**src/panel_map.svh**
```systemverilog
`ifndef PANEL_MAP_SVH
`define PANEL_MAP_SVH
// Register byte offsets.
`define OFS_CTRL 12'h000
`define OFS_STATUS 12'h004
`define OFS_MASK 12'h008
`define OFS_MODE_MAP 12'h00c
`define OFS_STOP_POL 12'h010
`define OFS_KEY_ENA 12'h014
`define OFS_STATE 12'h018
`define OFS_KEYS 12'h01c
`define OFS_STOPS 12'h020
// Control register fields.
`define CTRL_TEST_START 0
`define CTRL_SELFTEST 1
// Status register fields.
`define ST_TEST_FAULT 0
`define ST_DISCREP 1
`define ST_KEY_STUCK 2
`define ST_MODE_CHG 3
`define ST_STOP 4
`define ST_TEST_DONE 5
`define ST_WIDTH 6
// Reset values.
`define RST_MODE_MAP 32'h0000_0e4d
`define RST_STOP_POL 8'hff
`define RST_KEY_ENA 16'hffff
// Timing: settle delay before test check, and gap between channels.
`define TEST_SETTLE_NS 200
`define TEST_GAP_NS 400
`define CLK_PERIOD_NS 8
`define TEST_SETTLE_CYC ((`TEST_SETTLE_NS + `CLK_PERIOD_NS - 1) / `CLK_PERIOD_NS)
`define TEST_GAP_CYC ((`TEST_GAP_NS + `CLK_PERIOD_NS - 1) / `CLK_PERIOD_NS)
`endif

```
**src/panel_pkg.sv**
```systemverilog
package panel_pkg;
  typedef enum logic [1:0] {
    prot_mode_1 = 2'h0,
    prot_mode_2 = 2'h1,
    prot_mode_3 = 2'h2,
    prot_mode_4 = 2'h3
  } prot_mode_t;
  typedef enum logic [2:0] {
    ts_idle = 3'h0,
    ts_a_low = 3'h1,
    ts_gap = 3'h3,
    ts_b_low = 3'h2,
    ts_done = 3'h6
  } test_state_t;
  // Raw dual-channel contacts from the panel.
  typedef struct packed {
    logic [3:0] keylock;
    logic [15:0] keys;
    logic [7:0] stops;
    logic cvo;
  } panel_ch_t;
  // Results toward one safety PLC channel.
  typedef struct packed {
    prot_mode_t mode;
    logic [15:0] keys;
    logic [7:0] stop_req;
    logic cvo;
    logic keys_group;
  } plc_out_t;
endpackage

```
**src/panel_inputs.sv**
```systemverilog
`timescale 1ns/10ps
`include "panel_map.svh"
// Summary of operation
// RQ1: Every keylock position has its own pair of inputs, channel A and B.
// RQ2: Keylock inputs evaluated as two channels; position-to-mode map is software set.
// RQ3: Power loss, missing test supply or broken wire selects protective mode one.
// RQ4: Forced test drives each test supply low and checks its inputs fall low.
// RQ5: Switch gives two contacts each for protective modes two and three.
// RQ6: Protective mode four comes from an extra keylock switch.
// RQ7: A mode is selected only when both channels agree.
// RQ8: Each operating key gives two normally-open contacts, one per channel.
// RQ9: At self-test all key inputs must read low; any high is a fault. The code checks only keys enabled in key_ena_ff.
// RQ10: All operating keys are combined into one group signal for self-test.
// RQ11: A key acts only when both of its contacts are closed.
// RQ12: Stop key contact A goes to main controller, contact B to drive controller.
// RQ13: Stop-key polarity per channel is configurable; inverted is the default.
// RQ14: With inverted polarity a stop acts when either channel sees it pressed.
// RQ15: A stop press requests a monitored controlled stop.
// RQ16: Control-voltage-on channels are forwarded to the safety kernel.
// RQ17: Test supplies go low alternately with a gap between them.
// RQ18: Disagreeing keylock channels deselect the position and flag a discrepancy.
module panel_inputs
  import panel_pkg::*;
(
  // Clock and reset.
  input wire logic hclk,
  input wire logic hresetn,
  // AHB-Lite slave.
  input wire logic hsel,
  input wire logic [11:0] haddr,
  input wire logic [1:0] htrans,
  input wire logic hwrite,
  input wire logic [2:0] hsize,
  input wire logic [31:0] hwdata,
  input wire logic hready,
  output logic [31:0] hrdata,
  output logic hreadyout,
  output logic hresp,
  // Panel contacts, channel A and B.
  input wire panel_pkg::panel_ch_t pins_a,
  input wire panel_pkg::panel_ch_t pins_b,
  // Test supply outputs, high while supplying.
  output logic test_supply_a,
  output logic test_supply_b,
  // Results toward main controller and drive controller.
  output panel_pkg::plc_out_t main_ctrl,
  output panel_pkg::plc_out_t drive_ctrl,
  output logic controlled_stop_monitored,
  // Interrupt.
  output logic irq
);
  import panel_pkg::*;

  // ----------------------------------------------------------------
  // Input synchronisers
  // ----------------------------------------------------------------
  localparam int PW = $bits(panel_ch_t);
  panel_ch_t sa, sb;
  pin_sync #(.W(PW)) u_sync_a (.hclk(hclk), .hresetn(hresetn), .d(pins_a), .q(sa));
  pin_sync #(.W(PW)) u_sync_b (.hclk(hclk), .hresetn(hresetn), .d(pins_b), .q(sb));

  // Map position bit p of the keylock field to a mode via a 2-bit map entry.
  function automatic prot_mode_t map_mode(input logic [31:0] mp, input logic [1:0] p);
    map_mode = prot_mode_t'(mp[{p, 1'b0} +: 2]);
  endfunction

  // ----------------------------------------------------------------
  // Registers
  // ----------------------------------------------------------------
  logic [31:0] mode_map_ff;
  logic [7:0] pol_a_ff, pol_b_ff;
  logic [15:0] key_ena_ff;
  logic [`ST_WIDTH-1:0] status_ff, mask_ff;
  logic [31:0] hrdata_ff;
  logic [11:0] addr_ff;
  logic wr_ff, rd_ff;

  wire acc = hsel & hready & htrans[1];
  wire wr_ctrl = wr_ff & (addr_ff == `OFS_CTRL);
  wire wr_status = wr_ff & (addr_ff == `OFS_STATUS);
  wire wr_mask = wr_ff & (addr_ff == `OFS_MASK);
  wire wr_map = wr_ff & (addr_ff == `OFS_MODE_MAP);
  wire wr_pol = wr_ff & (addr_ff == `OFS_STOP_POL);
  wire wr_ena = wr_ff & (addr_ff == `OFS_KEY_ENA);

  // ----------------------------------------------------------------
  // Test sequencer
  // ----------------------------------------------------------------
  localparam int SETTLE = (`TEST_SETTLE_CYC < 1) ? 1 : `TEST_SETTLE_CYC;
  localparam int GAP = (`TEST_GAP_CYC < 1) ? 1 : `TEST_GAP_CYC;
  test_state_t ts_ff, nxt_ts;
  logic [7:0] cnt_ff, nxt_cnt;
  logic test_fail_ff, selftest_ff;
  wire cnt_end = (cnt_ff == 8'h00);
  wire start = wr_ctrl & hwdata[`CTRL_TEST_START];
  // The check accepts only a fully dead channel; any contact left high means a
  // wire or contact bridging to another supply.
  wire a_dead = (sa == '0);
  wire b_dead = (sb == '0);
  wire chk_fail = ((ts_ff == ts_a_low) & cnt_end & ~a_dead) |
                  ((ts_ff == ts_b_low) & cnt_end & ~b_dead); // [RQ4]

  always_comb begin
    nxt_ts = ts_ff;
    nxt_cnt = cnt_end ? 8'h00 : cnt_ff - 8'h01;
    unique case (ts_ff)
      ts_idle: begin
        if (start) begin
          nxt_ts = ts_a_low;
          nxt_cnt = 8'(SETTLE);
        end
      end
      ts_a_low: begin
        if (cnt_end) begin
          nxt_ts = ts_gap;
          nxt_cnt = 8'(GAP);
        end
      end
      ts_gap: begin
        if (cnt_end) begin
          nxt_ts = ts_b_low; // [RQ17]
          nxt_cnt = 8'(SETTLE);
        end
      end
      ts_b_low: begin
        if (cnt_end) begin
          nxt_ts = ts_done;
        end
      end
      ts_done: nxt_ts = ts_idle;
      default: nxt_ts = ts_idle;
    endcase
  end

  always_ff @(posedge hclk or negedge hresetn) begin
    if (!hresetn) begin
      ts_ff <= ts_idle;
      cnt_ff <= 8'h00;
    end else begin
      ts_ff <= nxt_ts;
      cnt_ff <= nxt_cnt;
    end
  end

  // Only one supply is ever off, so the other channel keeps evaluating.
  assign test_supply_a = (ts_ff != ts_a_low); // [RQ17]
  assign test_supply_b = (ts_ff != ts_b_low); // [RQ17]
  // Channel B's synchroniser still holds the test zeros for one cycle after the
  // done state, so results stay frozen through that cycle to avoid a false discrepancy.
  logic post_ff;
  always_ff @(posedge hclk or negedge hresetn) begin
    if (!hresetn) begin
      post_ff <= 1'b0;
    end else begin
      post_ff <= (ts_ff == ts_done);
    end
  end
  wire testing = (ts_ff == ts_a_low) | (ts_ff == ts_gap) | (ts_ff == ts_b_low) |
                 (ts_ff == ts_done) | post_ff;

  // ----------------------------------------------------------------
  // Keylock evaluation
  // ----------------------------------------------------------------
  // Channel under test reads low by design; hold the last result meanwhile.
  wire [3:0] kl_agree = sa.keylock & sb.keylock; // [RQ7] [RQ1]
  wire discrep = ~testing & |(sa.keylock ^ sb.keylock); // [RQ18]
  prot_mode_t mode_ff, nxt_mode;
  always_comb begin
    nxt_mode = prot_mode_1; // [RQ3]
    for (int p = 0; p < 4; p++) begin
      if (kl_agree[p]) begin
        nxt_mode = map_mode(mode_map_ff, 2'(p)); // [RQ2]
      end
    end
    // Two agreed positions at once is a broken switch; stay protective.
    if (discrep | test_fail_ff | ($countones(kl_agree) > 1)) begin
      nxt_mode = prot_mode_1; // [RQ18] [RQ3]
    end
    if (testing) begin
      nxt_mode = mode_ff;
    end
  end

  // ----------------------------------------------------------------
  // Operating keys and stop keys
  // ----------------------------------------------------------------
  wire [15:0] keys_both = sa.keys & sb.keys & key_ena_ff; // [RQ11]
  wire keys_any = |((sa.keys | sb.keys) & key_ena_ff); // [RQ10]
  wire key_stuck = selftest_ff & ~testing & keys_any; // [RQ9]
  // Polarity bit 1 inverts: marker reads 1 while the key is released.
  wire [7:0] mark_a = sa.stops ^ pol_a_ff; // [RQ13]
  wire [7:0] mark_b = sb.stops ^ pol_b_ff; // [RQ13]
  wire [7:0] stop_a = pol_a_ff & ~mark_a | ~pol_a_ff & mark_a & mark_b; // [RQ12]
  wire [7:0] stop_b = pol_b_ff & ~mark_b | ~pol_b_ff & mark_a & mark_b; // [RQ12]
  wire [7:0] stop_any = stop_a | stop_b; // [RQ14]

  plc_out_t main_ff, drive_ff;
  logic css_ff;
  always_ff @(posedge hclk or negedge hresetn) begin
    if (!hresetn) begin
      mode_ff <= prot_mode_1;
      main_ff <= '0;
      drive_ff <= '0;
      css_ff <= 1'b0;
    end else begin
      mode_ff <= nxt_mode;
      main_ff <= '{nxt_mode, keys_both, stop_a, sa.cvo, keys_any}; // [RQ16] [RQ10]
      drive_ff <= '{nxt_mode, keys_both, stop_b, sb.cvo, keys_any}; // [RQ16] [RQ10]
      css_ff <= |stop_any; // [RQ15]
    end
  end
  assign main_ctrl = main_ff;
  assign drive_ctrl = drive_ff;
  assign controlled_stop_monitored = css_ff;

  // ----------------------------------------------------------------
  // Events and status
  // ----------------------------------------------------------------
  logic [`ST_WIDTH-1:0] ev;
  always_comb begin
    ev = '0;
    ev[`ST_TEST_FAULT] = chk_fail;
    ev[`ST_DISCREP] = discrep;
    ev[`ST_KEY_STUCK] = key_stuck;
    ev[`ST_MODE_CHG] = (nxt_mode != mode_ff);
    ev[`ST_STOP] = |stop_any & ~css_ff;
    ev[`ST_TEST_DONE] = (ts_ff == ts_done);
  end

  always_ff @(posedge hclk or negedge hresetn) begin
    if (!hresetn) begin
      status_ff <= '0;
      test_fail_ff <= 1'b0;
      selftest_ff <= 1'b0;
    end else begin
      // Set wins over a write-one clear in the same cycle.
      status_ff <= (status_ff & ~(wr_status ? hwdata[`ST_WIDTH-1:0] : '0)) | ev;
      if (chk_fail) begin
        test_fail_ff <= 1'b1; // [RQ3]
      end else if (start) begin
        test_fail_ff <= 1'b0;
      end
      if (wr_ctrl) begin
        selftest_ff <= hwdata[`CTRL_SELFTEST];
      end
    end
  end
  assign irq = |(status_ff & mask_ff);

  // ----------------------------------------------------------------
  // Bus slave
  // ----------------------------------------------------------------
  logic [31:0] rdmux;
  always_comb begin
    rdmux = 32'h0000_0000;
    unique case (addr_ff)
      `OFS_CTRL: rdmux = {30'h0, selftest_ff, testing};
      `OFS_STATUS: rdmux = 32'(status_ff);
      `OFS_MASK: rdmux = 32'(mask_ff);
      `OFS_MODE_MAP: rdmux = mode_map_ff;
      `OFS_STOP_POL: rdmux = {16'h0, pol_b_ff, pol_a_ff};
      `OFS_KEY_ENA: rdmux = {16'h0, key_ena_ff};
      `OFS_STATE: rdmux = {24'h0, test_fail_ff, ts_ff, 2'h0, mode_ff};
      `OFS_KEYS: rdmux = {sb.keys, sa.keys};
      `OFS_STOPS: rdmux = {7'h0, sb.cvo, 7'h0, sa.cvo, sb.stops, sa.stops};
      default: rdmux = 32'h0000_0000;
    endcase
  end

  always_ff @(posedge hclk or negedge hresetn) begin
    if (!hresetn) begin
      addr_ff <= 12'h000;
      wr_ff <= 1'b0;
      rd_ff <= 1'b0;
      hrdata_ff <= 32'h0000_0000;
      mode_map_ff <= `RST_MODE_MAP;
      pol_a_ff <= `RST_STOP_POL;
      pol_b_ff <= `RST_STOP_POL;
      key_ena_ff <= `RST_KEY_ENA;
      mask_ff <= '0;
    end else begin
      wr_ff <= acc & hwrite;
      rd_ff <= acc & ~hwrite;
      if (acc) begin
        addr_ff <= haddr;
      end
      if (rd_ff) begin
        hrdata_ff <= rdmux;
      end
      if (wr_map) mode_map_ff <= hwdata;
      if (wr_pol) begin
        pol_a_ff <= hwdata[7:0];
        pol_b_ff <= hwdata[15:8];
      end
      if (wr_ena) key_ena_ff <= hwdata[15:0];
      if (wr_mask) mask_ff <= hwdata[`ST_WIDTH-1:0];
    end
  end

  // Reads take one wait state so read data come from a register.
  assign hreadyout = ~rd_ff;
  assign hrdata = hrdata_ff;
  assign hresp = 1'b0;
endmodule // panel_inputs

```
**src/pin_sync.sv**
```systemverilog
`timescale 1ns/10ps
module pin_sync #(
  parameter int W = 1
) (
  // Clock and reset.
  input wire logic hclk,
  input wire logic hresetn,
  // Data.
  input wire logic [W-1:0] d,
  output logic [W-1:0] q
);
  logic [W-1:0] meta_ff;
  logic [W-1:0] q_ff;
  always_ff @(posedge hclk or negedge hresetn) begin
    if (!hresetn) begin
      meta_ff <= '0;
      q_ff <= '0;
    end else begin
      meta_ff <= d;
      q_ff <= meta_ff;
    end
  end
  assign q = q_ff;
endmodule // pin_sync

```
**config.mk**
```make
export PLATFORM = sky130hd
export DESIGN_NAME = panel_inputs
export DESIGN_NICKNAME = d
export VERILOG_FILES = /design/src/panel_pkg.sv /design/src/panel_inputs.sv /design/src/pin_sync.sv
export VERILOG_INCLUDE_DIRS = /design/src
export SDC_FILE = /design/constraint.sdc
export NUM_CORES = 1
export LEC_CHECK = 0
export BUFFER_PORTS_ARGS = -buffer_cell sky130_fd_sc_hd__buf_2
export CORE_AREA = 3 3 143 145
export CTS_BUF_LIST = sky130_fd_sc_hd__clkbuf_8
export DETAILED_ROUTE_END_ITERATION = 6
export DIE_AREA = 0 0 146 148
export GPL_TIMING_DRIVEN = 0
export PLACE_DENSITY = 0.84
export SETUP_SLACK_MARGIN = 0.3
export SLEW_MARGIN = 20
export SYNTH_ARGS = -nofsm -noshare
export SYNTH_HDL_FRONTEND = slang
export SYNTH_SLANG_ARGS = --single-unit
```
**constraint.sdc**
```tcl
create_clock -name hclk -period 6.2 [get_ports hclk]
set_input_delay 0.31 -clock hclk [delete_from_list [all_inputs] [get_ports hclk]]
set_output_delay 0.31 -clock hclk [all_outputs]
set_load 0.1 [all_outputs]
```
Word level (Yosys, flattened, before mapping)
Cells that the tools add are included.
{ "totals": {"register_bits": 290, "latchBits": 0, "ram_bits": 0, "rom_bits": 0, "inputBits": 112, "output_inout_bits": 94, "elab_cells": 139, "memories": 0} }
{ "op_classes": {"addsub": 4, "multipliers": 0, "div_mod_pow": 0, "n_lt_le_gt_ge": 1, "n_eq_ne": 19, "shifts": 0, "n_mux": 20, "bitwise": 57, "reduce_logical": 11} }
{ "op_table": {"columns": ["cell", "n"], "rows": [
  ["$pmux 32 s9", 1],
  ["$logic_not 29->1", 2],
  ["$and 16x16->16", 3],
  ["$and 8x8->8", 6],
  ["$eq 12x5->1 const B", 4],
  ["$mux 8", 4],
  ["$not 8->8", 4],
  ["$eq 12x4->1 const B", 2],
  ["$or 8x8->8", 3],
  ["$pmux 8 s3", 1],
  ["$and 1x1->1", 19],
  ["$or 16x16->16", 1],
  ["$reduce_or 16->1", 1],
  ["$xor 8x8->8", 2],
  ["$and 6x6->6", 2],
  ["$eq 12x3->1 const B", 1],
  ["$eq 12x6->1 const B", 1],
  ["$logic_not 12->1", 1],
  ["$mux 2", 6],
  ["$mux 3", 4],
  ["$pmux 3 s4", 1],
  ["$logic_not 8->1", 1],
  ["$ne 2x2->1 const B", 4],
  ["$reduce_or 8->1", 1],
  ["23 further kinds", 37]
]} }

Logic depth before layout (Yosys ltp)
Gate-level depths: netlist of the first run.
{ "depth": {"depth_word": 13, "ltp_mapped": 8, "ltp_nobuf": 7} }

By module
A second synthesis of the first run with hierarchy kept.
{ "unflattened": {"cells_unflattened": 835, "area_unflattened_um2": 11498.5} }
{ "by_module_without_submodules": {"columns": ["mod", "instances", "cells_each", "area_per_inst_um2", "seq_area_each_um2"], "rows": [
  ["panel_inputs", 1, 719, 8595.7, 4403.0],
  ["pin_sync", 2, 58, 1451.4, 1451.4]
]} }

Least setup slack after synthesis of the first run
No wires, ideal clock.
{ "synth_timing": {"kind": "register -> register", "startpoint": "register u_sync_a.q_ff[28], in the netlist u_sync_a.q[28]", "endpoint": "register status_ff[3]", "setup_ns": 0.126, "arrival_ns": 2.211, "t_required_ns": 6.074, "path_slack_ns": 3.863, "path_stages_with_launch": 8, "n_path_buf": 0, "period_less_slack_ns": 2.337, "path_cell_list": "dfrtp_1 > ha_1 > fa_1 > a211oi_1 > nand2_1 > nor4_4 > o22ai_1 > a221o_1"} }
{ "synth_via": {"elab_chain_len": 9, "elab_cells_between_ends": 14, "classes_between": "2 x add/sub; 1 x order compare; 1 x eq/ne; 3 x mux; 6 x bitwise; 1 x reduce/logical"} }
{ "synth_rtl": {"columns": ["item", "line_no", "rtl"], "rows": [
  ["start: declaration", "pin_sync.sv:13", "logic [W-1:0] q_ff;"],
  ["start signal: assignment", "pin_sync.sv:20", "q_ff <= meta_ff;"],
  ["$and 4x4->4 or $xor 4x4->4 (tied branches)", "panel_inputs.sv:165, panel_inputs.sv:166", null],
  ["$add 1x1->2 (implied by the code) or $reduce_or 4->1 (tied branches)", "panel_inputs.sv:176, panel_inputs.sv:166", null],
  ["$add 2x2->3 (implied by the code) or $and 1x1->1 (tied branches)", "panel_inputs.sv:176, panel_inputs.sv:166", null],
  ["$gt 3x1->1 or $or 1x1->1 (tied branches)", "panel_inputs.sv:176", "if (discrep | test_fail_ff | ($countones(kl_agree) > 1)) begin"],
  ["$or 1x1->1", "panel_inputs.sv:176", null],
  ["$mux 2 (*)", "panel_inputs.sv:176", null],
  ["$mux 2 (*)", "panel_inputs.sv:179", "if (testing) begin"],
  ["$ne 2x2->1 (*)", "panel_inputs.sv:225", "ev[`ST_MODE_CHG] = (nxt_mode != mode_ff);"],
  ["$or 6x6->6 (*)", "panel_inputs.sv:237", "status_ff <= (status_ff & ~(wr_status ? hwdata[`ST_WIDTH-1:0] : '0)) | ev;"],
  ["end signal: assignment", "panel_inputs.sv:237", null],
  ["end: declaration", "panel_inputs.sv:73", "logic [`ST_WIDTH-1:0] status_ff, mask_ff;"]
]} }
Mark *: on every way between the ends. The rest lies on a longest branch, timed or not.
A chain may end at the register's enable or synchronous reset.

Final worst setup path of the first run
{ "layout_timing": {"startpoint": "register rd_ff", "endpoint": "output port hreadyout"} }
{ "layout_via": {"elab_chain_len": 1} }
{ "layout_rtl": {"columns": ["item", "line_no", "rtl"], "rows": [
  ["start: declaration", "panel_inputs.sv:76", "logic wr_ff, rd_ff;"],
  ["start signal: assignment", "panel_inputs.sv:283", "rd_ff <= acc & ~hwrite;"],
  ["$not 1->1", "panel_inputs.sv:301", "assign hreadyout = ~rd_ff;"],
  ["end: declaration", "panel_inputs.sv:37", "output logic hreadyout,"]
]} }
No other way between the ends.

==> flow_metrics.env, run 1 <==
export IMPL_cts_tree="built"
export IMPL_syn_to_final_growth_pct=28.8
export IMPL_p_int_mw=3.23
export IMPL_final_area_um2=14700
export IMPL_io_pins=206
export IMPL_ir_drop_mv=0.271
export IMPL_synth_edf_count=0
export IMPL_row_count=51
export IMPL_cts_buffers=46
export IMPL_drc=0
export IMPL_place_congestion=0.924
export IMPL_dp_hpwl_um=22800
export IMPL_ant_nets=0
export IMPL_period_share_pct=54.4
export IMPL_slew_headroom_pct=35.2
export IMPL_p_sw_share_pct=31.1
export IMPL_synth_cell_types=59
export IMPL_start_util_pct=59.2
export IMPL_routedWlPerCell_um=23.5
export IMPL_grt_use_total_pct=32.7
export IMPL_tightest_slew_ns=0.947
export IMPL_synthesis_nets=989
export IMPL_synth_top_cells_by_count="251 x dfrtp_1, 77 x mux2_2, 39 x dfstp_2"
export IMPL_drive_above_1_share_pct=35.1
export IMPL_clockPowerShare_pct=36.7
export IMPL_path_cells="clkbuf_1, inv_1, clkbuf_1, clkbuf_1, buf_2"
export IMPL_slowest_delay_ns=0.63
export IMPL_synth_seq_area_share_pct=63.8
export IMPL_cp_required_ns=5.89
export IMPL_clock_path_buffers=3
export IMPL_setup_viol=0
export IMPL_cpMostUsedCell="clkbuf_1"
export IMPL_start_kind="register"
export IMPL_finalHoldWorstSlack_ns=0.0194
export IMPL_post_cts_buffers=0
export IMPL_p_leak_nw=6.97
export IMPL_synth_top_area_share_pct=54.8
export IMPL_power_density_nw_per_um2=317
export IMPL_die_area_um2=21600
export IMPL_cts_sinks=290
export IMPL_grt_max_degree=102
export IMPL_finalCriticalPeriod_ns=3.37
export IMPL_syn_area_um2=11500
export IMPL_synthTopCellsByArea="dfrtp_1 55%, dfstp_2 8.9%, mux2_2 7.6%, ha_1 2.4%, o2bb2ai_1 1.5%"
export IMPL_crit_fanout=10
export IMPL_yosys_most_used_dff="dfrtp_1"
export IMPL_ctsHoldBuffers=91
export IMPL_crit_type="register to output port"
export IMPL_place_ws_ns=3.50
export IMPL_clk_pin_slew_ns=0.06
export IMPL_synthCells=854
export IMPL_async_flop_share_pct=100
export IMPL_finalWirelength_um=35300
export IMPL_num_fill_cells=1162
export IMPL_hold_class="input pin to register"
export IMPL_critPathArrivalTime_ns=3.06
export IMPL_end_kind="output port"
export IMPL_hold_violations=0
export IMPL_fin_skew_ns=0.0278
export IMPL_die_w_um=146
export IMPL_cap_viol_max_count=0
export IMPL_grt_pass1_vias=9242
export IMPL_cts_root_buffer="clkbuf_8"
export IMPL_final_max_slew_viol_count=0
export IMPL_seq_power_share_pct=46.3
export IMPL_cts_resized=0
export IMPL_viasPerCell=5.91
export IMPL_grt_pass1_wl_um=53500
export IMPL_cp_slowest_cell="clkbuf_1"
export IMPL_coreArea_um2=19300
export IMPL_antenna_found_initial=2
export IMPL_p_sw_mw=1.46
export IMPL_clock_latency_ns=0.58
export IMPL_yosys_warnings=0
export IMPL_num_vias=8859
export IMPL_avgSynthCellArea_um2=13.4
export IMPL_rsz0062_at_grt="no"
export IMPL_nets=1330
export IMPL_placed_cell_area_um2=12900
export IMPL_max_clock_freq_ghz=0.296
export IMPL_setup_slack_ns=2.83
export IMPL_status="complete, no violations"
export IMPL_grt_overflow=0
export IMPL_ys_ff_latch=290
export IMPL_yosysTopAreaCell="dfrtp_1"
export IMPL_initialDrtViolationCount=789
export IMPL_dr_pass1_iters=5
export IMPL_combPwrFrac_pct=17.0
export IMPL_htreeDepth=2
export IMPL_synth_most_common_cell="dfrtp_1"
export IMPL_die_y_um=148
export IMPL_io_buffers=200
[metal layers]
| metal | share of wire [%] | vias to the layer above | GRT usage (%) |
|---|---|---|---|
| met3 | 10 | 126 | 7.54 |
| met5 | 0 | - | 0 |
| met4 | 4.1 | 0 | 14.3 |
| li1 | - | 3781 | - |
| met2 | 48 | 578 | 53.4 |
| met1 | 38 | 4374 | 42.6 |
[final timing paths]
path                                     start               to  slack [ns]  cells past startpoint
max                                      rd_ff        hreadyout        2.83                      5
min                                 hwdata[31]  mode_map_ff[31]        0.02                      2
max reg2reg                         addr_ff[7]       hrdata[20]        3.43                      7
min reg2reg                u_sync_a.meta_ff[3]    u_sync_a.q[3]        0.34                      0
max in group asynchronous              hresetn      pol_a_ff[0]        4.86                      3
min in group asynchronous              hresetn       hrdata[29]        0.35                      2
[stage by stage]
step / total power [mW] / setup TNS, ns / util, % / instances
2_1_floorplan: 2.69 / 0 / - / 854
3_3_place_gp: 2.91 / -38.06 / 66.1 / 1319
3_5_place_dp: 2.93 / 0 / 66.5 / 1321
4_1_cts: 4.67 / 0 / 76.3 / 1498
5_1_grt: 4.85 / 0 / 76.3 / 1499
6_report: 4.68 / 0 / 76.3 / 1499
[placed cells by master, fill, tap and decap left out, types with 21 or more instances in the layout]
master and n:
o21ai_0 25, dfstp_2 39, nand2_1 27, inv_1 47
dfrtp_1 251, nor2_1 38, nand3_1 25, clkbuf_8 59
dlygate4sd3_1 91, ha_1 22, mux2_2 77, a22oi_1 21
buf_2 215
[area by class of cell]
| class | count | area, µm² | area share, % |
|---|---|---|---|
| repair buffers | 293 | 1980 | 13.4 |
| inverters | 29 | 109 | 0.738 |
| diodes | 1 | 2.50 | 0.0170 |
| plain buffers | 57 | 309 | 2.10 |
| clock buffers | 59 | 812 | 5.51 |
| multi-input cells | 478 | 3730 | 25.3 |
| clock inverters | 27 | 171 | 1.16 |
| flip-flops and latches | 290 | 7310 | 49.5 |
| well taps | 265 | 332 | 2.25 |
[power groups by stage]
stage / sequential, mW / clock [mW] / combinational (mW)
3_5_place_dp: 2.19 / 0 / 0.743
5_1_grt: 2.18 / 1.82 / 0.848
6_report: 2.17 / 1.72 / 0.798
2_1_floorplan: 2.38 / 0 / 0.309
3_3_place_gp: 2.18 / 0 / 0.727
4_1_cts: 2.16 / 1.72 / 0.789
[state kept, by name, indices dropped and copies added, names as in the netlist, 6 cells and up]
register          flops
addr_ff              12
cnt_ff                8
drive_ctrl           28
hrdata               32
key_ena_ff           16
main_ctrl             9
mask_ff               6
mode_map_ff          32
pol_a_ff              8
pol_b_ff              8
status_ff             6
u_sync_a.meta_ff     29
u_sync_a.q           29
u_sync_b.meta_ff     29
u_sync_b.q           29
[worst max-delay path: cells and delay by family, from the launching register on]
kind | cells | cell delay (ns)
flip-flops | 1 | 0.35
buffers and inverters | 5 | 2.15
[cell families (layout without fill, tap and decap cells)]
kind of cell,after synthesis,after routing,synth area share [%]
other,1,2,0.0327
flip-flops,290,290,63.8
AO/OA/AOI/OAI,154,154,9.58
multiplexers,103,103,10.2
buffers and inverters,86,465,3.65
adder cells (fa/ha/maj),23,23,2.58
AND/OR/NAND/NOR,183,183,9.13
XOR/XNOR,14,14,1.07
Note: power is estimated with default switching activity, not from simulation.
==> inputs of run 2 (changes only) <==
Settings changed: CORE_AREA 3 3 143 145 to 3 3 145 147, DIE_AREA 0 0 146 148 to 0 0 148 150, PLACE_DENSITY 0.84 to 0.82.
Clock period 6.2 ns to 3.3 ns, I/O delays scaled along.
==> flow_metrics.env, run 2 (synthesis gave the netlist of run 1 again) <==
export IMPL_io_pins=206
export IMPL_path_cells="clkbuf_1, inv_1, clkbuf_2, clkbuf_1, clkbuf_4"
export IMPL_end_kind="output port"
export IMPL_cpMostUsedCell="clkbuf_1"
export IMPL_cts_root_buffer="clkbuf_8"
export IMPL_crit_type="register to output port"
export IMPL_start_kind="register"
export IMPL_drive_above_1_share_pct=34.9
export IMPL_power_density_nw_per_um2=589
export IMPL_hold_class="input pin to async pin"
export IMPL_max_clock_freq_ghz=0.337
export IMPL_slowest_delay_ns=0.47
export IMPL_hold_violations=0
export IMPL_crit_fanout=10
export IMPL_io_buffers=200
export IMPL_num_vias=8877
export IMPL_routedWlPerCell_um=23.2
export IMPL_dp_cells=1327
export IMPL_htreeDepth=2
export IMPL_clock_path_buffers=3
export IMPL_clk_pin_slew_ns=0.06
export IMPL_fin_skew_ns=0.0387
export IMPL_p_leak_nw=7.01
export IMPL_die_w_um=148
export IMPL_start_util_pct=57.2
export IMPL_dp_hpwl_um=23000
export IMPL_mostFrequentLayoutCell="dfrtp_1"
export IMPL_grt_pass1_wl_um=53600
export IMPL_place_congestion=0.966
export IMPL_final_max_slew_viol_count=0
export IMPL_clock_latency_ns=0.59
export IMPL_multi_input_area_um2=3730
export IMPL_initialDrtViolationCount=946
export IMPL_period_share_pct=89.8
export IMPL_row_count=52
export IMPL_cts_tree="built"
export IMPL_syn_to_final_growth_pct=30.0
export IMPL_post_cts_buffers=0
export IMPL_critPathArrivalTime_ns=2.80
export IMPL_status="complete, no violations"
export IMPL_final_cell_mix="251 x dfrtp_1, 214 x buf_2, 104 x dlygate4sd3_1"
export IMPL_cp_required_ns=3.13
export IMPL_finalCriticalPeriod_ns=2.96
export IMPL_setup_viol=0
export IMPL_grt_overflow=0
export IMPL_viasPerCell=5.87
export IMPL_final_cells=1513
export IMPL_cts_sinks=290
export IMPL_power_mw=8.78
export IMPL_dr_pass1_iters=5
export IMPL_nets=1344
export IMPL_cap_viol_max_count=0
export IMPL_die_area_um2=22200
export IMPL_finalHoldWorstSlack_ns=0.0676
export IMPL_rsz0062_at_grt="no"
export IMPL_postLayoutCoreUtil_pct=74.3
export IMPL_tightest_slew_ns=0.929
export IMPL_ff_latch_area_um2=7310
export IMPL_drc=0
export IMPL_num_fill_cells=1288
export IMPL_grt_max_degree=91
export IMPL_ant_nets=0
export IMPL_slew_headroom_pct=36.4
export IMPL_cts_buffers=46
export IMPL_antenna_found_initial=1
export IMPL_grt_pass1_vias=9386
export IMPL_coreArea_um2=20000
export IMPL_die_y_um=150
export IMPL_timing_setup_tns_ns=0
export IMPL_grt_use_total_pct=32.0
export IMPL_ir_drop_mv=0.405
export IMPL_finalWirelength_um=35100
export IMPL_cp_slowest_cell="clkbuf_1"
## run 2: critical path: cells and delay by family, from the launching register on
kind / cells / cell delay, ns
buffers and inverters: 5 / 1.87
DFF: 1 / 0.35
## run 2: layout make-up
cell class | count | area share, %
Antenna cell | 1 | 0.0168
Buffer | 57 | 2.08
Clock buffer | 58 | 5.36
Clock inverter | 23 | 1.10
Inverter | 29 | 0.731
Multi-Input combinational cell | 478 | 25.0
Sequential cell | 290 | 49.1
Tap cell | 270 | 2.27
Timing Repair Buffer | 307 | 14.3
## run 2: timing repair
item	in CTS	in global routing
resized for setup	1	1
cloned	0	0
setup endpoints to repair	1	1
hold buffers	104	0
hold endpoints to repair	320	0
## run 2: final timing paths
check | startpoint | slack [ns] | to | cells after the start
max in group asynchronous | hresetn | 2.12 | key_ena_ff[3] | 4
hold / removal | hresetn | 0.07 | drive_ctrl[4] | 2
hold reg to reg | u_sync_b.meta_ff[13] | 0.34 | u_sync_b.q[13] | 0
setup / recovery | rd_ff | 0.34 | hreadyout | 5
min in group hclk | hready | 0.12 | addr_ff[0] | 3
setup reg to reg | addr_ff[3] | 0.50 | hrdata[26] | 8
## run 2: per-layer routing
layer	global-route usage, %	wire length (µm)	vias to the layer above	part of all wire [%]
met5	0	0	-	0
met4	13.6	1530	0	4.4
met3	7.09	3350	109	9.5
met2	52.8	16900	558	48
met1	41.4	13400	4419	38
li1	-	-	3791	-
## run 2: power breakdown
group / internal (mW) / total (mW) / switching [mW]
Sequential: 3.84 / 4.07 / 0.229
Combinational: 0.466 / 1.51 / 1.04
Clock: 1.75 / 3.20 / 1.45
## run 2: per-stage QoR
step,instance area [µm²],worst slack (ns)
4_1_cts,14900,0.309
5_1_grt,14900,0.301
6_report,14900,0.336
2_1_floorplan,11500,0.963
3_5_place_dp,12900,0.721
3_3_place_gp,12800,-3.00
==> inputs of run 3 (changes only) <==
Settings changed: GPL_TIMING_DRIVEN 0 to default.
==> flow_metrics.env, run 3 (synthesis gave the netlist of run 1 again) <==
export IMPL_grt_pass1_wl_um=50900
export IMPL_row_count=52
export IMPL_finalWirelength_um=33500
export IMPL_r2r_end="status_ff[3]"
export IMPL_reg2reg_from="u_sync_a.q[28]"
export IMPL_coreArea_um2=20000
export IMPL_final_max_slew_viol_count=0
export IMPL_p_int_mw=6.00
export IMPL_dp_hpwl_um=22000
export IMPL_antenna_found_initial=1
export IMPL_tightest_slew_ns=0.886
export IMPL_combPwrFrac_pct=16.6
export IMPL_seq_power_share_pct=47.2
export IMPL_mostFrequentLayoutCell="dfrtp_1"
export IMPL_p_sw_share_pct=31.1
export IMPL_cp_required_ns=3.75
export IMPL_cts_root_buffer="clkbuf_8"
export IMPL_start_util_pct=57.2
export IMPL_critPathArrivalTime_ns=2.93
export IMPL_path_cells="ha_1, fa_1, a211oi_1, nand2_1, nor4_4, o22ai_1, a221o_1"
export IMPL_final_cell_mix="251 x dfrtp_1, 199 x buf_2, 104 x dlygate4sd3_1"
export IMPL_die_w_um=148
export IMPL_p_sw_mw=2.71
export IMPL_fin_skew_ns=0.0241
export IMPL_status="complete, no violations"
export IMPL_timing_setup_tns_ns=0
export IMPL_cts_buffers=45
export IMPL_initialDrtViolationCount=940
export IMPL_critical_path_top_delay_family="adder cells"
export IMPL_die_area_um2=22200
export IMPL_cp_slowest_cell="fa_1"
export IMPL_start_kind="register"
export IMPL_power_density_nw_per_um2=594
export IMPL_end_kind="register"
export IMPL_setup_viol=0
export IMPL_clock_latency_ns=0.57
export IMPL_rr_worst_depth=7
export IMPL_num_fill_cells=1313
export IMPL_cap_viol_max_count=0
export IMPL_grt_max_degree=94
export IMPL_drc=0
export IMPL_num_vias=8594
export IMPL_clockPowerShare_pct=36.2
export IMPL_path_depth=7
export IMPL_io_pins=206
export IMPL_htreeDepth=2
export IMPL_period_share_pct=75.2
export IMPL_crit_end="status_ff[3]"
export IMPL_grt_pass1_vias=8948
export IMPL_viasPerCell=5.83
export IMPL_clk_pin_slew_ns=0.06
export IMPL_p_leak_nw=6.88
export IMPL_hold_class="input pin to async pin"
export IMPL_grt_overflow=0
export IMPL_syn_to_final_growth_pct=28.0
export IMPL_nets=1302
export IMPL_slowest_delay_ns=0.49
export IMPL_drive_above_1_share_pct=34.4
export IMPL_place_congestion=0.964
export IMPL_cts_resized=0
export IMPL_cp_num_buf_inv=0
export IMPL_crit_fanout=5
export IMPL_die_y_um=150
export IMPL_ant_nets=0
export IMPL_finalCriticalPeriod_ns=2.48
export IMPL_hold_violations=0
export IMPL_cp_startpoint="u_sync_a.q[28]"
export IMPL_postLayoutCoreUtil_pct=73.2
export IMPL_rsz0062_at_grt="no"
export IMPL_io_buffers=200
export IMPL_dr_pass1_iters=7
export IMPL_routedWlPerCell_um=22.7
export IMPL_cts_sinks=290
export IMPL_slew_headroom_pct=39.4
export IMPL_max_clock_freq_ghz=0.403
export IMPL_cts_tree="built"
export IMPL_rrSetupSlack_ns=0.82
export IMPL_ir_drop_mv=0.472
export IMPL_clock_path_buffers=3
export IMPL_crit_type="register to register"
export IMPL_grt_use_total_pct=30.3
[run 3: changes by cell type in the layout (fill, tap and decap cells not counted), moves of 2 or more]
cell / previous run / this run
clkbuf_1: 19 / 0
buf_4: 20 / 17
buf_16: 3 / 0
buf_2: 214 / 199
buf_12: 0 / 2
clkbuf_8: 58 / 56
clkinv_2: 3 / 7
[run 3: metrics by stage]
stage          power, mW  setup WS, ns  instance area (µm²)  hold slack [ns]  std cells
3_5_place_dp        5.49         0.807                12700            0.232       1286
3_3_place_gp        5.46         0.860                12700            0.220       1286
2_1_floorplan       5.06         0.963                11500           -0.131        854
4_1_cts             8.72         0.800                14700            0.199       1472
5_1_grt             9.02         0.598                14700            0.217       1473
6_report            8.71         0.817                14700            0.189       1474
[run 3: cell type report]
cell class | count | area, µm² | share of cell area [%]
sequential | 290 | 7310 | 49.8
multi-input combinational | 478 | 3730 | 25.4
timing repair buffer | 323 | 2220 | 15.1
clock buffer | 56 | 771 | 5.26
tap | 270 | 338 | 2.30
clock inverter | 26 | 181 | 1.24
inverter | 29 | 109 | 0.743
antenna | 2 | 5.00 | 0.0341
[run 3: worst min path at each step]
| stage | from | endpoint | slack [ns] | cells past startpoint |
|---|---|---|---|---|
| CTS | pins_b[2] | u_sync_b.meta_ff[2] | 0.20 | 2 |
| global placement | hresetn | addr_ff[8] | 0.22 | 1 |
| floorplan | hresetn | addr_ff[0] | -0.13 | 0 |
| detailed placement | hresetn | addr_ff[8] | 0.23 | 1 |
| global route | pins_b[15] | u_sync_b.meta_ff[15] | 0.22 | 2 |
| finish | hresetn | addr_ff[8] | 0.19 | 2 |
[run 3: what timing repair did]
item / in CTS / in global routing
setup buffers: 0 / 0
hold buffers: 104 / 0
endpoints found under the hold margin: 226 / 0
[run 3: power by group through the flow]
stage	combinational [mW]	sequential, mW	clock (mW)
floorplan	0.581	4.48	0
global placement	1.31	4.15	0
detailed placement	1.34	4.16	0
CTS	1.44	4.10	3.18
global route	1.54	4.13	3.34
finish	1.45	4.11	3.16
[run 3: worst reg2reg max path, cell delays in order (launching register included)]
cell and delay (ns):
dfrtp_1 0.38, ha_1 0.29, fa_1 0.49, a211oi_1 0.21
nand2_1 0.16, nor4_4 0.35, o22ai_1 0.13, a221o_1 0.35
[run 3: layer usage]
metal  vias up  global-route usage [%]  share of wire (%)
met5         -                       0                  0
met1      4314                    39.8                 38
met2       482                    48.7                 48
met4         0                    12.7                4.2
li1       3695                       -                  -
met3       103                    7.66                9.9
